===== src/rtl/fault_sup_pkg.sv =====
// Constants shared by the fault supervisor modules
package fault_sup_pkg;

  // ==========================================================
  // Status group object indices
  localparam logic [15:0] IDX_GROUP_1 = 16'h3089;
  localparam logic [15:0] IDX_GROUP_2 = 16'h308A;
  localparam logic [15:0] IDX_GROUP_3 = 16'h308B;
  localparam logic [15:0] IDX_GROUP_6 = 16'h308E;
  localparam logic [15:0] IDX_GROUP_8 = 16'h3090;
  localparam logic [7:0]  GROUP_RESET = 8'h00;

  // ==========================================================
  // Bit positions within the status groups
  localparam int BIT_WIPER_ONE   = 3;  // Group 1
  localparam int BIT_WIPER_TWO   = 4;  // Group 1
  localparam int BIT_WIPER_THREE = 5;  // Group 1
  localparam int BIT_PDO_TIMEOUT = 1;  // Group 2
  localparam int BIT_OVERVOLT    = 3;  // Group 2
  localparam int BIT_PRECHARGE   = 7;  // Group 2
  localparam int BIT_PARAM_CHG   = 3;  // Group 3
  localparam int BIT_PUSH        = 0;  // Group 6
  localparam int BIT_CLOCK_CHECK = 2;  // Group 8

  // ==========================================================
  // Display codes, beacon groups and error categories
  localparam logic [7:0]  CODE_NONE      = 8'h00;
  localparam logic [7:0]  CODE_OVERVOLT  = 8'd98;
  localparam logic [7:0]  CODE_PARAM_CHG = 8'd81;
  localparam logic [7:0]  CODE_PDO       = 8'd19;
  localparam logic [7:0]  CODE_CLOCK     = 8'd2;
  localparam logic [7:0]  CODE_WIPER_1   = 8'd41;
  localparam logic [7:0]  CODE_WIPER_2   = 8'd42;
  localparam logic [7:0]  CODE_WIPER_3   = 8'd43;
  localparam logic [7:0]  CODE_PRECHARGE = 8'd54;
  localparam logic [7:0]  CODE_PUSH      = 8'd117;
  localparam logic [7:0]  BEACON_OVERVOLT  = 8'h3E;  // 3-14
  localparam logic [7:0]  BEACON_PARAM_CHG = 8'h56;  // 5-6
  localparam logic [7:0]  BEACON_PDO       = 8'h41;  // 4-1
  localparam logic [7:0]  BEACON_CLOCK     = 8'h12;  // 1-2
  localparam logic [7:0]  BEACON_WIPER_1   = 8'h51;  // 5-1
  localparam logic [7:0]  BEACON_WIPER_2   = 8'h52;  // 5-2
  localparam logic [7:0]  BEACON_WIPER_3   = 8'h53;  // 5-3
  localparam logic [7:0]  BEACON_PRECHARGE = 8'h54;  // 5-4
  localparam logic [7:0]  BEACON_PUSH      = 8'h18;  // 1-8
  localparam logic [7:0]  BEACON_NONE      = 8'h00;
  localparam logic [15:0] CAT_GENERAL  = 16'h1000;
  localparam logic [15:0] CAT_INTERNAL = 16'h1001;
  localparam logic [15:0] CAT_NONE     = 16'h0000;

  // ==========================================================
  // Overvoltage threshold and timing
  localparam int OVERVOLT_PERCENT = 125;
  localparam int CLK_PERIOD_NS    = 25;
  localparam int MS_IN_NS         = 1000000;
  localparam int MS_TICK_CYCLES   = MS_IN_NS / CLK_PERIOD_NS;

  // ==========================================================
  // Programmed action for a wiper fault
  typedef enum logic [1:0] {
    WIPER_ACT_SELF     = 2'h0,
    WIPER_ACT_THROTTLE = 2'h1,
    WIPER_ACT_ALL      = 2'h2
  } wiper_action_t;

endpackage


===== src/rtl/wiper_check_if.sv =====
// Interface carrying one wiper sample, its fault limits and the verdict
`timescale 1ns/100ps
interface wiper_check_if #(
  parameter int WIDTH = 10
);
  logic [WIDTH-1:0] sample;
  logic [WIDTH-1:0] faultLow;
  logic [WIDTH-1:0] faultHigh;
  logic             inFault;

  modport checker_side (input sample, input faultLow, input faultHigh, output inFault);
  modport user_side    (output sample, output faultLow, output faultHigh, input inFault);
endinterface


===== src/rtl/motor_fault_supervisor.sv =====
// Fault supervisor: detection, shutdown actions and fault reporting
`timescale 1ns/100ps
module motor_fault_supervisor #(
  parameter int TICK_CYCLES = fault_sup_pkg::MS_TICK_CYCLES,
  parameter int VOLT_WIDTH  = 12,
  parameter int WIPER_WIDTH = 10,
  parameter int MS_WIDTH    = 16
) (
  input  wire logic                   mclk,
  input  wire logic                   resetn,
  input  wire logic                   keySwitchInput,
  input  wire logic                   pushInput,
  input  wire logic                   clockErrorIn,
  input  wire logic                   prechargeFailIn,
  input  wire logic [VOLT_WIDTH-1:0]  capVoltage,
  input  wire logic [VOLT_WIDTH-1:0]  nominalVoltage,
  input  wire logic                   restartParamChanged,
  input  wire logic                   pdoReceived,
  input  wire logic                   nmtReceived,
  input  wire logic [MS_WIDTH-1:0]    pdoTimeoutMs,
  input  wire logic [WIPER_WIDTH-1:0] wiperInputOne,
  input  wire logic [WIPER_WIDTH-1:0] wiperInputTwo,
  input  wire logic [WIPER_WIDTH-1:0] wiperInputThree,
  input  wire logic [WIPER_WIDTH-1:0] wiperFaultLow,
  input  wire logic [WIPER_WIDTH-1:0] wiperFaultHigh,
  input  wire logic [5:0]             wiperActions,
  input  wire logic                   objReadStrobe,
  input  wire logic [15:0]            objIndex,
  output logic [7:0]                  objReadData,
  output logic                        objReadValid,
  output logic                        currentCutback,
  output logic                        shutdownAll,
  output logic                        shutdownThrottle,
  output logic                        shutdownInterlock,
  output logic [2:0]                  shutdownWiper,
  output logic                        pushMode,
  output logic [7:0]                  faultCode,
  output logic [7:0]                  beaconPattern,
  output logic [15:0]                 errorCategory
);

  localparam int NSYNC = 4;

  logic [NSYNC-1:0] pinMeta_reg;
  logic [NSYNC-1:0] pinSync_reg;
  logic             keyOnDly_reg;
  logic             keyCycle;
  logic             keyOn;
  logic             pushIn;
  logic             clockErr;
  logic             prechargeErr;
  logic             overVolt_reg;
  logic             paramChg_reg;
  logic             clockChk_reg;
  logic             precharge_reg;
  logic             pushAlert_reg;
  logic             pdoTimeout;
  logic [2:0]       wiperFault;
  logic [19:0]      capScaled;
  logic [19:0]      limitScaled;
  logic [7:0]       group1;
  logic [7:0]       group2;
  logic [7:0]       group3;
  logic [7:0]       group6;
  logic [7:0]       group8;
  logic             throttleOff;
  logic             allOff;
  logic [2:0]       wiperOff;
  logic [7:0]       code_next;
  logic [7:0]       beacon_next;
  logic [15:0]      category_next;

  // ==========================================================
  // Two-stage synchronisers for asynchronous pins
  always_ff @(posedge mclk or negedge resetn) begin
    if (!resetn) begin
      pinMeta_reg <= '0;
      pinSync_reg <= '0;
    end else begin
      pinMeta_reg <= {prechargeFailIn, clockErrorIn, pushInput, keySwitchInput};
      pinSync_reg <= pinMeta_reg;
    end
  end
  assign keyOn        = pinSync_reg[0];
  assign pushIn       = pinSync_reg[1];
  assign clockErr     = pinSync_reg[2];
  assign prechargeErr = pinSync_reg[3];

  // ==========================================================
  // Key-switch cycle: a key-off edge clears latched faults
  always_ff @(posedge mclk or negedge resetn) begin
    if (!resetn) begin
      keyOnDly_reg <= 1'b0;
    end else begin
      keyOnDly_reg <= keyOn;
    end
  end
  assign keyCycle = keyOnDly_reg && !keyOn;

  // ==========================================================
  // Overvoltage compare: 100 x Vcap against 125 x nominal
  assign capScaled   = 20'(capVoltage) * 20'd100;
  assign limitScaled = 20'(nominalVoltage) * 20'(fault_sup_pkg::OVERVOLT_PERCENT);
  always_ff @(posedge mclk or negedge resetn) begin
    if (!resetn) begin
      overVolt_reg <= 1'b0;
    end else begin
      overVolt_reg <= capScaled > limitScaled;
    end
  end

  // ==========================================================
  // Latched parameter-change fault, set wins over key cycle
  always_ff @(posedge mclk or negedge resetn) begin
    if (!resetn) begin
      paramChg_reg <= 1'b0;
    end else if (restartParamChanged) begin
      paramChg_reg <= 1'b1;
    end else if (keyCycle) begin
      paramChg_reg <= 1'b0;
    end
  end

  // ==========================================================
  // Latched clock-check fault
  always_ff @(posedge mclk or negedge resetn) begin
    if (!resetn) begin
      clockChk_reg <= 1'b0;
    end else if (clockErr) begin
      clockChk_reg <= 1'b1;
    end else if (keyCycle) begin
      clockChk_reg <= 1'b0;
    end
  end

  // ==========================================================
  // Latched precharge fault
  always_ff @(posedge mclk or negedge resetn) begin
    if (!resetn) begin
      precharge_reg <= 1'b0;
    end else if (prechargeErr) begin
      precharge_reg <= 1'b1;
    end else if (keyCycle) begin
      precharge_reg <= 1'b0;
    end
  end

  // ==========================================================
  // Push alert follows the push input
  always_ff @(posedge mclk or negedge resetn) begin
    if (!resetn) begin
      pushAlert_reg <= 1'b0;
    end else begin
      pushAlert_reg <= pushIn;
    end
  end

  // ==========================================================
  // Process-data timeout watchdog
  pdo_watchdog #(
    .TICK_CYCLES (TICK_CYCLES),
    .MS_WIDTH    (MS_WIDTH)
  ) u_pdo_watchdog (
    .mclk        (mclk),
    .resetn      (resetn),
    .pdoReceived (pdoReceived),
    .nmtReceived (nmtReceived),
    .keyCycle    (keyCycle),
    .timeoutMs   (pdoTimeoutMs),
    .timedOut    (pdoTimeout)
  );

  // ==========================================================
  // Wiper range checks, one per input
  wiper_check_if #(.WIDTH(WIPER_WIDTH)) wiperIf [3] ();
  assign wiperIf[0].sample = wiperInputOne;
  assign wiperIf[1].sample = wiperInputTwo;
  assign wiperIf[2].sample = wiperInputThree;
  for (genvar i = 0; i < 3; i++) begin : g_wiper
    assign wiperIf[i].faultLow  = wiperFaultLow;
    assign wiperIf[i].faultHigh = wiperFaultHigh;
    assign wiperFault[i]        = wiperIf[i].inFault;
    wiper_range_check u_check (
      .mclk   (mclk),
      .resetn (resetn),
      .chk    (wiperIf[i])
    );
  end

  // ==========================================================
  // Programmed wiper actions and shutdown combination
  always_comb begin
    wiperOff    = 3'h0;
    throttleOff = paramChg_reg;
    allOff      = pdoTimeout || clockChk_reg || precharge_reg;
    for (int k = 0; k < 3; k++) begin
      if (wiperFault[k]) begin
        unique case (fault_sup_pkg::wiper_action_t'(wiperActions[2*k +: 2]))
          fault_sup_pkg::WIPER_ACT_SELF:     wiperOff[k] = 1'b1;
          fault_sup_pkg::WIPER_ACT_THROTTLE: throttleOff = 1'b1;
          fault_sup_pkg::WIPER_ACT_ALL:      allOff      = 1'b1;
          default:                           allOff      = 1'b1;
        endcase
      end
    end
  end

  // ==========================================================
  // Registered action outputs
  always_ff @(posedge mclk or negedge resetn) begin
    if (!resetn) begin
      currentCutback    <= 1'b0;
      shutdownAll       <= 1'b0;
      shutdownThrottle  <= 1'b0;
      shutdownInterlock <= 1'b0;
      shutdownWiper     <= 3'h0;
      pushMode          <= 1'b0;
    end else begin
      currentCutback    <= overVolt_reg;
      shutdownAll       <= allOff;
      shutdownThrottle  <= throttleOff || allOff;
      shutdownInterlock <= paramChg_reg || allOff;
      shutdownWiper     <= wiperOff | {3{allOff}};
      pushMode          <= pushAlert_reg;
    end
  end

  // ==========================================================
  // Status groups built from the fault flags
  always_comb begin
    group1 = fault_sup_pkg::GROUP_RESET;
    group2 = fault_sup_pkg::GROUP_RESET;
    group3 = fault_sup_pkg::GROUP_RESET;
    group6 = fault_sup_pkg::GROUP_RESET;
    group8 = fault_sup_pkg::GROUP_RESET;
    group1[fault_sup_pkg::BIT_WIPER_ONE]   = wiperFault[0];
    group1[fault_sup_pkg::BIT_WIPER_TWO]   = wiperFault[1];
    group1[fault_sup_pkg::BIT_WIPER_THREE] = wiperFault[2];
    group2[fault_sup_pkg::BIT_PDO_TIMEOUT] = pdoTimeout;
    group2[fault_sup_pkg::BIT_OVERVOLT]    = overVolt_reg;
    group2[fault_sup_pkg::BIT_PRECHARGE]   = precharge_reg;
    group3[fault_sup_pkg::BIT_PARAM_CHG]   = paramChg_reg;
    group6[fault_sup_pkg::BIT_PUSH]        = pushAlert_reg;
    group8[fault_sup_pkg::BIT_CLOCK_CHECK] = clockChk_reg;
  end

  // ==========================================================
  // Object read port: indexed status groups, zero elsewhere
  always_ff @(posedge mclk or negedge resetn) begin
    if (!resetn) begin
      objReadData  <= 8'h00;
      objReadValid <= 1'b0;
    end else begin
      objReadValid <= objReadStrobe;
      if (objReadStrobe) begin
        unique case (objIndex)
          fault_sup_pkg::IDX_GROUP_1: objReadData <= group1;
          fault_sup_pkg::IDX_GROUP_2: objReadData <= group2;
          fault_sup_pkg::IDX_GROUP_3: objReadData <= group3;
          fault_sup_pkg::IDX_GROUP_6: objReadData <= group6;
          fault_sup_pkg::IDX_GROUP_8: objReadData <= group8;
          default:                    objReadData <= 8'h00;
        endcase
      end
    end
  end

  // ==========================================================
  // Report of the most severe active fault
  always_comb begin
    code_next     = fault_sup_pkg::CODE_NONE;
    beacon_next   = fault_sup_pkg::BEACON_NONE;
    category_next = fault_sup_pkg::CAT_NONE;
    if (clockChk_reg) begin
      code_next     = fault_sup_pkg::CODE_CLOCK;
      beacon_next   = fault_sup_pkg::BEACON_CLOCK;
      category_next = fault_sup_pkg::CAT_INTERNAL;
    end else if (precharge_reg) begin
      code_next     = fault_sup_pkg::CODE_PRECHARGE;
      beacon_next   = fault_sup_pkg::BEACON_PRECHARGE;
      category_next = fault_sup_pkg::CAT_GENERAL;
    end else if (pdoTimeout) begin
      code_next     = fault_sup_pkg::CODE_PDO;
      beacon_next   = fault_sup_pkg::BEACON_PDO;
      category_next = fault_sup_pkg::CAT_GENERAL;
    end else if (wiperFault[0]) begin
      code_next     = fault_sup_pkg::CODE_WIPER_1;
      beacon_next   = fault_sup_pkg::BEACON_WIPER_1;
      category_next = fault_sup_pkg::CAT_GENERAL;
    end else if (wiperFault[1]) begin
      code_next     = fault_sup_pkg::CODE_WIPER_2;
      beacon_next   = fault_sup_pkg::BEACON_WIPER_2;
      category_next = fault_sup_pkg::CAT_GENERAL;
    end else if (wiperFault[2]) begin
      code_next     = fault_sup_pkg::CODE_WIPER_3;
      beacon_next   = fault_sup_pkg::BEACON_WIPER_3;
      category_next = fault_sup_pkg::CAT_GENERAL;
    end else if (paramChg_reg) begin
      code_next     = fault_sup_pkg::CODE_PARAM_CHG;
      beacon_next   = fault_sup_pkg::BEACON_PARAM_CHG;
      category_next = fault_sup_pkg::CAT_GENERAL;
    end else if (overVolt_reg) begin
      code_next     = fault_sup_pkg::CODE_OVERVOLT;
      beacon_next   = fault_sup_pkg::BEACON_OVERVOLT;
      category_next = fault_sup_pkg::CAT_GENERAL;
    end else if (pushAlert_reg) begin
      code_next     = fault_sup_pkg::CODE_PUSH;
      beacon_next   = fault_sup_pkg::BEACON_PUSH;
      category_next = fault_sup_pkg::CAT_INTERNAL;
    end
  end

  // ==========================================================
  // Registered report outputs
  always_ff @(posedge mclk or negedge resetn) begin
    if (!resetn) begin
      faultCode     <= fault_sup_pkg::CODE_NONE;
      beaconPattern <= fault_sup_pkg::BEACON_NONE;
      errorCategory <= fault_sup_pkg::CAT_NONE;
    end else begin
      faultCode     <= code_next;
      beaconPattern <= beacon_next;
      errorCategory <= category_next;
    end
  end

endmodule


===== src/rtl/pdo_watchdog.sv =====
// Watchdog on the gap between received process-data messages
`timescale 1ns/100ps
module pdo_watchdog #(
  parameter int TICK_CYCLES = fault_sup_pkg::MS_TICK_CYCLES,
  parameter int MS_WIDTH    = 16
) (
  input  wire logic                mclk,
  input  wire logic                resetn,
  input  wire logic                pdoReceived,
  input  wire logic                nmtReceived,
  input  wire logic                keyCycle,
  input  wire logic [MS_WIDTH-1:0] timeoutMs,
  output logic                     timedOut
);

  logic [31:0]         tickCount_reg;
  logic                msTick;
  logic [MS_WIDTH-1:0] gapMs_reg;
  logic                armed_reg;

  // ==========================================================
  // Millisecond tick
  assign msTick = (tickCount_reg == 32'(TICK_CYCLES - 1));
  always_ff @(posedge mclk or negedge resetn) begin
    if (!resetn) begin
      tickCount_reg <= 32'h0000_0000;
    end else if (msTick || pdoReceived) begin
      tickCount_reg <= 32'h0000_0000;
    end else begin
      tickCount_reg <= tickCount_reg + 32'h0000_0001;
    end
  end

  // ==========================================================
  // Gap counter, restarted by each process-data message
  always_ff @(posedge mclk or negedge resetn) begin
    if (!resetn) begin
      gapMs_reg <= '0;
    end else if (pdoReceived) begin
      gapMs_reg <= '0;
    end else if (msTick && gapMs_reg != '1) begin
      gapMs_reg <= gapMs_reg + MS_WIDTH'(1);
    end
  end

  // ==========================================================
  // Armed by the first message, timeout of zero disables
  always_ff @(posedge mclk or negedge resetn) begin
    if (!resetn) begin
      armed_reg <= 1'b0;
    end else if (pdoReceived) begin
      armed_reg <= 1'b1;
    end else if (keyCycle || nmtReceived) begin
      armed_reg <= 1'b0;
    end
  end

  // ==========================================================
  // Latched fault, set on the tick that passes the timeout; set wins over a clear
  // Level compare would re-raise it right after a clear, so only the crossing sets
  always_ff @(posedge mclk or negedge resetn) begin
    if (!resetn) begin
      timedOut <= 1'b0;
    end else if (armed_reg && msTick && !pdoReceived && timeoutMs != '0 && gapMs_reg == timeoutMs) begin
      timedOut <= 1'b1;
    end else if (keyCycle || nmtReceived) begin
      timedOut <= 1'b0;
    end
  end

endmodule


===== src/rtl/wiper_range_check.sv =====
// Range check of one wiper input against its fault limits
`timescale 1ns/100ps
module wiper_range_check (
  input  wire logic              mclk,
  input  wire logic              resetn,
  wiper_check_if.checker_side    chk
);

  // ==========================================================
  // Fault while at or beyond either limit, clears in range
  always_ff @(posedge mclk or negedge resetn) begin
    if (!resetn) begin
      chk.inFault <= 1'b0;
    end else begin
      chk.inFault <= (chk.sample <= chk.faultLow) || (chk.sample >= chk.faultHigh);
    end
  end

endmodule

===== config.mk =====
export PLATFORM = sky130hd
export DESIGN_NAME = motor_fault_supervisor
export DESIGN_NICKNAME = d
export VERILOG_FILES = /design/src/rtl/fault_sup_pkg.sv /design/src/rtl/wiper_check_if.sv /design/src/rtl/motor_fault_supervisor.sv /design/src/rtl/pdo_watchdog.sv /design/src/rtl/wiper_range_check.sv
export SDC_FILE = /design/constraint.sdc
export NUM_CORES = 1
export LEC_CHECK = 0
export BUFFER_PORTS_ARGS = -buffer_cell sky130_fd_sc_hd__buf_2
export CAP_MARGIN = 40
export CORE_MARGIN = 1
export CORE_UTILIZATION = 44
export CTS_CLUSTER_SIZE = 8
export DETAILED_ROUTE_END_ITERATION = 10
export PLACE_DENSITY = 0.69
export SKIP_CTS_REPAIR_TIMING = 1
export SYNTH_ARGS = -nofsm -noshare
export SYNTH_HDL_FRONTEND = slang
export SYNTH_SLANG_ARGS = --single-unit

===== constraint.sdc =====
create_clock -name mclk -period 2.35 [get_ports mclk]
set_input_delay 0.235 -clock mclk [delete_from_list [all_inputs] [get_ports mclk]]
set_output_delay 0.235 -clock mclk [all_outputs]
set_load 0.02 [all_outputs]

---- Word level (Yosys, flattened, before mapping) ----
Cells that the tools add are included.
word-level totals
  bits in registers ....................... 116
  latch bits .............................. 0
  memory bits (writable) .................. 0
  ROM bits ................................ 0
  input port bits ......................... 122
  memories ................................ 0
cells by class
  $add $sub $neg .......................... 2
  $mul .................................... 2
  divide/modulo/power cells ............... 0
  $lt $le $gt $ge ......................... 7
  equality and inequality tests ........... 11
  shift-type cells ........................ 0
  multiplexer cells ....................... 56
  bitwise operators ....................... 1
  reductions and logical operators ........ 30
operators by type and width
  operator                                                                 count
  13-bit 2-to-1 mux                                                        7
  7-bit 2-to-1 mux                                                         12
  16-bit by 14-bit equality test with 1-bit output, second input constant  5
  16-bit 2-to-1 mux                                                        4
  8-bit case mux with 5 select lines                                       1
  32-bit by 1-bit adder with 32-bit output, second input constant          1
  32-bit by 16-bit equality test with 1-bit output, second input constant  1
  32-bit 2-to-1 mux                                                        1
  8-bit 2-to-1 mux                                                         4
  10-bit greater-or-equal comparator                                       3
  10-bit <= comparator                                                     3
  1-bit 2-to-1 mux                                                         25
  19-bit > comparator                                                      1
  12-bit by 7-bit multiplier with 19-bit output, second input constant     1
  12-bit by 5-bit multiplier with 17-bit output, second input constant     1
  16-bit by 1-bit adder with 16-bit output, second input constant          1
  16-bit equality test                                                     1
  16-bit != test, second input constant                                    1
  16-bit nonzero test                                                      1
  2-bit nonzero test                                                       6
  1-bit logical OR                                                         9
  2-bit by 1-bit equality test with 1-bit output, second input constant    3
  1-bit logical AND                                                        6
  2-bit logical NOT                                                        3
  5 further kinds                                                          8

---- Longest topological paths before layout ----
Gate-level depths: netlist (run 1).
  word-level depth ........................ 9
  gate-level depth with buffers ........... 20
  mapped depth without buffers ............ 20

---- Modules after synthesis ----
From an unflattened synthesis (run 1), not the netlist that was laid out.
second synthesis, totals
  cells, all modules ...................... 1086
  area total of the unflattened synthesis .. 9841.9 um^2
modules (own cells, without submodules)
  module                  times used  cells each  area each (um^2)  seq. area each (um^2)
  motor_fault_supervisor  1           593         5542.8            1151.1
  pdo_watchdog            1           298         2741.4            1251.2
  wiper_range_check       3           65          519.2             25.0

---- Worst setup path before layout (run 1) ----
OpenSTA, ideal clock, no wires.
  path kind ............................... input-to-reg
  from .................................... in nominalVoltage[6]
  to ...................................... reg overVolt_reg
  setup time .............................. 119 ps
  arrival time ............................ 4657 ps
  data required time ...................... 2231 ps
  slack ................................... -2426 ps
  cell stages on the path ................. 20
  cell sequence ........................... inv_1 > fa_1 > fa_1 > inv_1 > fa_1 > inv_1 > fa_1 > inv_1 > ha_1 > and3_1 > o2111a_1 > a21oi_1 > o211ai_1 > a2111oi_0 > nor3_1 > ha_1 > nand4_1 > nor3_1 > nand2_1 > o21a_1
between the ends
  cells in the longest elaborated chain, start to end .. 2
RTL lines
  what                                           line                           RTL
  from (decl)                                    motor_fault_supervisor.sv:16   input wire logic [VOLT_WIDTH-1:0] nominalVoltage,
  12-bit by 7-bit multiplier with 19-bit output  motor_fault_supervisor.sv:103  assign limitScaled = 20'(nominalVoltage) * 20'(fault_sup_pkg::OVERVOLT_PERCENT);
  19-bit > comparator                            motor_fault_supervisor.sv:108  overVolt_reg <= capScaled > limitScaled;
  to (signal assigned)                           motor_fault_supervisor.sv:108
  to (decl)                                      motor_fault_supervisor.sv:52   logic overVolt_reg;
No other way between the ends.
A chain may end at the register's enable or synchronous reset.

---- Worst setup path in the final report (run 1) ----
Ends and elaborated chain as after synthesis.

==> results.toml, run 1 <==
[outcome]
status = "finished with violations"
violations = "setup timing"

[timing]
hold_ws_ps = 65.7
relSlewSlack_pct = 53.0
worst_pin_slew_ps = 704
finClkSkew_ps = 5.46
period_needed_ps = 4470
drv_slew = 0
setup_viol_count_final = 1
finalWorstSetupSlack_ps = -2120
finalCritPeriodShare_pct = 190
hold_viol = 0
rsz0062_at_grt = "yes"
fmax_mhz = 224

[drt]
drtPass1Iterations = 5
vias = 7841
drt-vias-per-instance = 5.07
drcViolationCount = 0
drt_iter0_markers = 238
detail_route.wl_per_cell_um = 13.7
wl_um = 21200
ant_nets = 0

[cells_and_area]
nNetsFinal = 1598
final_util_pct = 55.3
largest_register_ff_count = 32
fillCellCount = 1953
final_common_cell = "ha_1"
antenna_cells = 0
fin_cells = 1546
area_growth_pct = 22.6
drive_gt1_share_pct = 23.2
final_cell_mix = "162 x ha_1, 152 x buf_2, 131 x inv_1"

[clock_tree]
cts_tree = "yes"
cts_max_path_buffers = 2
numCtsBuffers = 9
cts-root-buf = "clkbuf_16"
cts_max_level = 3
path_clk_slew_ps = 70
clock_latency_ps = 350
numClockSinks = 99

[die]
ios = 171
dieArea_um2 = 22200
num_rows = 53
die_y_um = 149
die-width_um = 149
start_util_pct = 45.1
core_um2 = 21100

[placed_design]
dpl.cell_count = 1525
hpwl_um = 17900
gp_congestion = 0.822
place_ws_ps = -2560
port_buffers = 153

[worst_setup_path]
r2r_setup_slack_ps = 280
regToRegStartpoint = "u_pdo_watchdog.gapMs_reg[2]"
cp_data_required_time_ps = 2590
cp_common_cell = "fa_1"
critPathMaxStageDelay_ps = 490
cp.depth = 21
crit_path_start_kind = "input pin"
cp-startpoint = "nominalVoltage[6]"
cp_slowest_cell = "fa_1"
path_buf_inv = 5
rr_worst_depth = 7
crit_arrival_ps = 4710
endpoint = "overVolt_reg"
path_cells = "buf_2, clkinvlp_4, fa_1, fa_1, inv_1, fa_1, inv_1, fa_1, inv_2, ha_4, and3_4, o2111a_1, a21oi_2, o211ai_1, xnor2_1, ha_1, a21o_1, a21o_1, a21oi_1, o21ai_1, o21a_1"
critPathTopFamily = "adder cells"
cp-end-kind = "register"
worst_r2r_endpoint = "u_pdo_watchdog.gapMs_reg[3]"
crit_fanout = 5
crit_type = "in2reg"

[yosys]
synthFlopType = "dfrtp_1"
synth.yosys.seq_area_share_pct = 26.0
async_flop_share_pct = 100
synthDistinctLibCells = 61
synth_area_leader_cell = "dfrtp_1"
yosysTopAreaCellShare_pct = 26.0
ys_ff_latch = 99
synth_area_per_cell_um2 = 9.35
postSynthCellCount = 1018
yosysWarnings = 0
synthesis.area_um2 = 9520
synth_area_leaders = "dfrtp_1 26%, ha_1 22%, fa_1 9.3%"
synth-edff-count = 0

[pwr]
p_leak_nw = 5.97
power_mw = 8.41
irDropWorstVdd_uv = 532
pwr_density_cell_nw_per_um2 = 721

[global_routing]
grt_pass1_vias = 7750
gr-total-overflow = 0
grt_max_degree = 54
grt_first_pass_wirelength_um = 36200
antenna_found_initial = 0
grt_use_total_pct = 20.1

[worst_hold_path]
min_path_type = "in2reg"

[flow_run]
maxCapViolCount = 0
[through the flow]
stage / setup TNS (ps) / cell area (um2)
6_report: -2120 / 11700
5_1_grt: -2400 / 11700
4_1_cts: -2210 / 11600
3_5_place_dp: -2560 / 11300
3_3_place_gp: -2440 / 11300
2_1_floorplan: -2100 / 9650
[per-layer routing]
layer  vias to the layer above  GRT usage, %  part of all wire [%]
met3                        15          2.23                   3.4
met4                         0          3.72                  0.73
li1                       3962             -                     -
met5                         -             0                     0
met2                       150          34.5                    49
met1                      3714          27.5                    47
[worst reg2reg max path: cells and delay by family, from the launching register on]
kind | cells | cell delay [ps]
compound gates | 1 | 410
flops | 1 | 470
buf+inv | 1 | 200
simple gates | 5 | 940
[synth_stat cells, types with 17 or more instances]
cell     instances
a21oi_1         45
ha_1           166
xnor2_1         33
dfrtp_1         99
nor2_1          86
inv_1          135
nand4_1         24
o21ai_0         34
nand3_1         30
xor2_1          50
nor3_1          18
nor4_1          19
fa_1            44
a21o_1          28
nor2b_1         18
nand2_1         36
buf_4           17
[worst min path at each step]
stage	to	from	slack (ps)	cells after the start
2_1_floorplan	beaconPattern[0]	resetn	-60	0
3_3_place_gp	faultCode[0]	resetn	320	1
3_5_place_dp	errorCategory[12]	resetn	330	1
4_1_cts	errorCategory[12]	resetn	-50	1
5_1_grt	paramChg_reg	restartParamChanged	70	2
6_report	paramChg_reg	restartParamChanged	70	2
[logic make-up after synthesis]
| kind of cell | Yosys count | synth area share (%) |
|---|---|---|
| muxes | 2 | 0.224 |
| xor gates and xnor gates | 83 | 7.64 |
| and+or+nand+nor | 301 | 17.1 |
| adders and majority gates | 210 | 31.1 |
| other | 1 | 0.0394 |
| DFF | 99 | 26.0 |
| AOI/OAI and AO/OA | 154 | 10.5 |
| buffers and inverters | 168 | 7.38 |
[report_power, final]
group | total (mW) | switching [mW] | internal (mW)
clock network | 1.41 | 0.679 | 0.735
logic | 5.17 | 2.53 | 2.64
registers | 1.83 | 0.0701 | 1.76
total | 8.41 | 3.28 | 5.13
[cell type report]
cell class	count	area (um2)	area share [%]
Sequential cell	99	2480	21.2
Multi-Input combinational cell	767	6460	55.4
Tap cell	275	344	2.95
Clock inverter	7	60.1	0.515
Inverter	135	518	4.44
Timing Repair Buffer	254	1580	13.5
Clock buffer	9	225	1.93
(Power assumes the default switching activity.)
==> inputs of run 2 (changes only) <==
clock period = 4.8 ns   (was 2.35 ns; I/O delays follow)
==> run 2 against run 1 <==
The flow still finishes with violations (setup timing). Total power shrank 51%. Hold slack improved by 90 ps. Setup slack gained 2100 ps. Largest power group unchanged. Largest cell class unchanged. Wire length down 3.9%. Global-route usage fell by 0.76 points. Die area stayed put. Critical path depth shrank 4. Clock skew up 1.5 ps. Non-clock buffer count fell by 52. Sequential share of layout area is 0.70 points higher. Design area down 3.2%.
==> results.toml, run 2 (synthesized netlist as in run 1, its figures left out) <==
[outcome]
status = "finished with violations"
violations = "setup timing"

[global_routing]
antenna_found_initial = 0
grt_pass1_vias = 7488
gr-total-overflow = 0
grt_use_total_pct = 19.4
grt_first_pass_wirelength_um = 35100
grt_max_degree = 53

[placed_design]
gp_congestion = 0.841
place_ws_ps = -381
dpl.cell_count = 1477
port_buffers = 153
hpwl_um = 17100

[pwr]
power.share.switching_pct = 39.4
power_frac_comb_pct = 60.7
intPower_mw = 2.51
power.switching_mw = 1.63
irDropWorstVdd_uv = 270
p_leak_nw = 5.73
pwr_density_cell_nw_per_um2 = 366
clkPwrFrac_pct = 17.6
seqPwrFrac_pct = 21.7

[drt]
drt_iter0_markers = 233
drtPass1Iterations = 4
drt-vias-per-instance = 5.08
ant_nets = 0
wl_um = 20400
vias = 7597
detail_route.wl_per_cell_um = 13.6
drcViolationCount = 0

[clock_tree]
cts-root-buf = "clkbuf_16"
cts_tree = "yes"
cts_max_path_buffers = 2
numCtsBuffers = 9
cts_max_level = 3
clock_latency_ps = 350
path_clk_slew_ps = 70
numClockSinks = 99

[cells_and_area]
final_common_cell = "ha_1"
nNetsFinal = 1546
final_cell_mix = "163 x ha_1, 152 x buf_2, 130 x inv_1"
drive_gt1_share_pct = 21.2
fin_cells = 1495
fillCellCount = 1974
area_growth_pct = 18.7
largest_register_ff_count = 32

[timing]
setup_viol_count_final = 1
period_needed_ps = 4800
fin_setup_tns_ps = -4.54
worst_pin_slew_ps = 742
hold_viol = 0
relSlewSlack_pct = 49.9
drv_slew = 0
finClkSkew_ps = 6.97
fmax_mhz = 208
rsz0062_at_grt = "yes"
finalCritPeriodShare_pct = 100
finalWorstSetupSlack_ps = -4.54

[flow_run]
maxCapViolCount = 0

[worst_setup_path]
crit_type = "in2reg"
cp_data_required_time_ps = 5090
regToRegStartpoint = "u_pdo_watchdog.gapMs_reg[0]"
cp-startpoint = "nominalVoltage[3]"
crit_fanout = 3
crit_arrival_ps = 5100
crit_path_start_kind = "input pin"
cp-end-kind = "register"

[die]
num_rows = 53
die-width_um = 149
ios = 171
dieArea_um2 = 22200
start_util_pct = 45.1
die_y_um = 149
core_um2 = 21100

[worst_hold_path]
min_path_type = "in2async"
## run 2: area by class of cell
cell class                      count  area [um2]  area share [%]
Antenna cell                        1        2.50          0.0222
Clock buffer                        9         225            1.99
Clock inverter                      7        76.3           0.676
Inverter                          135         518            4.59
Multi-Input combinational cell    767        6500            57.5
Sequential cell                    99        2480            21.9
Tap cell                          275         344            3.05
Timing Repair Buffer              202        1150            10.2
## run 2: stage by stage
step	util (%)	power, mW	hold WS (ps)	area (um2)
finish	53.6	4.13	156	11300
CTS	53.2	4.07	174	11200
global route	53.5	4.55	209	11300
detailed placement	51.8	3.31	341	10900
floorplan	-	2.59	184	9630
global placement	51.8	3.26	337	10900
## run 2: power by group through the flow
stage / sequential (mW) / combinational, mW / clock, mW
floorplan: 0.904 / 1.68 / 0
global placement: 0.913 / 2.35 / 0
detailed placement: 0.913 / 2.40 / 0
CTS: 0.897 / 2.42 / 0.749
global route: 0.900 / 2.87 / 0.778
finish: 0.897 / 2.51 / 0.728
## run 2: worst max-delay path, cell delays in order
cell and delay, ps:
buf_2 110, clkinvlp_4 130, fa_1 530, fa_1 440, fa_1 500, fa_1 520, inv_1 40, ha_1 310
o2111a_1 250, a21oi_2 170, o211ai_1 180, a2111oi_1 420, nor3_1 100, ha_1 320, nand4_1 180, a311oi_2 270
o21a_1 140
## run 2: path summary, 6_finish.rpt
kind                                               end  slack [ps]  cells past startpoint
setup reg to reg           u_pdo_watchdog.gapMs_reg[3]        2420                      7
setup / recovery                          overVolt_reg          -5                     17
max in group asynchronous               currentCutback        3590                      2
hold / removal                            faultCode[3]         160                      1
min in group mclk                       pinMeta_reg[2]         230                      1
hold reg to reg                         pinSync_reg[0]         360                      0
## run 2: metal layers
| layer | wire, um | track usage (%) | vias to the layer above |
|---|---|---|---|
| li1 | - | - | 3851 |
| met1 | 9980 | 27.1 | 3601 |
| met2 | 9460 | 32.0 | 127 |
| met3 | 705 | 2.35 | 18 |
| met4 | 243 | 4.13 | 0 |
| met5 | 0 | 0 | - |
==> inputs of run 3 (changes only) <==
ABC_CLOCK_PERIOD_IN_PS = 4800   (was default)
CORE_UTILIZATION = 58   (was 44)
PLACE_DENSITY = 0.86   (was 0.69)
==> run 3 against run 2 <==
The run still ends with setup timing left. Total power grew 6.8%. Clock power grew 14%. Critical path depth grew 3. Clock-buffer cell count is the same. Critical path type unchanged. Highest routed layer unchanged. Wire length grew 8.1%. Flip-flop and latch count is the same. Maximum frequency shrank 3.2%. Die area shrank 24%. Global-route usage grew 7.3 points.
==> results.toml, run 3 (synthesized netlist as in run 1, its figures left out) <==
[timing]
fin_setup_tns_ps = -163
drv_slew = 0
setup_viol_count_final = 1
worst_pin_slew_ps = 772
rsz0062_at_grt = "yes"
finClkSkew_ps = 7.65
period_needed_ps = 4960
hold_viol = 0
relSlewSlack_pct = 48.5
fmax_mhz = 201
finalWorstSetupSlack_ps = -163
finalCritPeriodShare_pct = 103

[flow_run]
maxCapViolCount = 0

[cells_and_area]
fin_area_um2 = 11400
final_common_cell = "ha_1"
drive_gt1_share_pct = 21.9
final_cell_mix = "161 x ha_1, 149 x buf_2, 128 x inv_1"
final_util_pct = 71.2
nNetsFinal = 1558
largest_register_ff_count = 32
area_growth_pct = 19.4

[worst_setup_path]
crit_path_start_kind = "input pin"
cp-end-kind = "register"
cp_data_required_time_ps = 5090
crit_fanout = 3
crit_arrival_ps = 5250
crit_type = "in2reg"

[placed_design]
hpwl_um = 17600
place_ws_ps = -462
gp_congestion = 0.876
port_buffers = 153
placed_area_um2 = 10900

[drt]
drtPass1Iterations = 5
detail_route.wl_per_cell_um = 15.2
drcViolationCount = 0
vias = 8002
ant_nets = 0
drt-vias-per-instance = 5.53
wl_um = 22100
drt_iter0_markers = 305

[die]
dieArea_um2 = 16900
die-width_um = 130
num_rows = 46
core_um2 = 15900
die_y_um = 130
start_util_pct = 59.7
ios = 171

[worst_hold_path]
min_path_type = "in2async"

[clock_tree]
numClockSinks = 99
cts_max_path_buffers = 2
cts_tree = "yes"
cts-root-buf = "clkbuf_16"
numCtsBuffers = 9
cts_max_level = 3
path_clk_slew_ps = 70
clock_latency_ps = 350

[global_routing]
gr-total-overflow = 0
grt_max_degree = 65
grt_use_total_pct = 26.7
grt_pass1_vias = 8076
grt_first_pass_wirelength_um = 35900
antenna_found_initial = 1

[pwr]
irDropWorstVdd_uv = 341
pwr_density_cell_nw_per_um2 = 389
p_leak_nw = 5.81

[outcome]
violations = "setup timing"
status = "finished with violations"
## run 3: worst paths after layout
path	startpoint	to	slack (ps)	cells after the start
max reg2reg	u_pdo_watchdog.gapMs_reg[0]	u_pdo_watchdog.gapMs_reg[3]	2420	7
min	resetn	objReadData[2]	220	1
max	nominalVoltage[2]	overVolt_reg	-160	20
min reg2reg	pinMeta_reg[2]	pinSync_reg[2]	350	0
max in group asynchronous	resetn	u_pdo_watchdog.tickCount_reg[6]	3590	2
min in group mclk	pushInput	pinMeta_reg[1]	240	1
## run 3: critical path: stages
cell	delay [ps]
buf_2	110
buf_4	130
fa_1	520
xor2_1	160
ha_1	250
inv_1	70
fa_1	450
fa_1	520
inv_1	40
ha_1	310
o21ai_0	150
o21ai_1	160
a21oi_2	240
o211ai_1	200
a2111oi_2	410
nor3_1	110
ha_1	320
nand4_1	150
a311oi_1	290
o21a_1	170
## run 3: routing by layer
| layer | wire length, um | global-route usage (%) | vias up |
|---|---|---|---|
| li1 | - | - | 3879 |
| met1 | 9320 | 32.5 | 3872 |
| met2 | 11300 | 48.1 | 194 |
| met3 | 845 | 3.73 | 57 |
| met4 | 623 | 9.30 | 0 |
| met5 | 0 | 0 | - |
## run 3: final cells by class
class,count,area (um2)
multi-input combinational,767,6500
fill,1110,4580
sequential,99,2480
timing repair buffer,214,1240
inverter,135,520
tap,216,270
clock buffer,9,225
clock inverter,7,121
antenna,1,2.50
## run 3: power by group
part	switching (mW)	leakage [nW]	internal [mW]	total, mW
registers	0.0392	1.27	0.861	0.900
clock network	0.317	0.171	0.514	0.831
logic	1.37	4.38	1.31	2.68
## run 3: metrics by stage
| step | total power, mW | std cells | hold slack, ps |
|---|---|---|---|
| final | 4.41 | 1448 | 216 |
| after CTS | 4.25 | 1440 | 228 |
| after global routing | 4.81 | 1447 | 229 |
| after floorplan | 2.59 | 1034 | 184 |
| after detailed placement | 3.40 | 1424 | 336 |
| after global placement | 3.26 | 1423 | 332 |
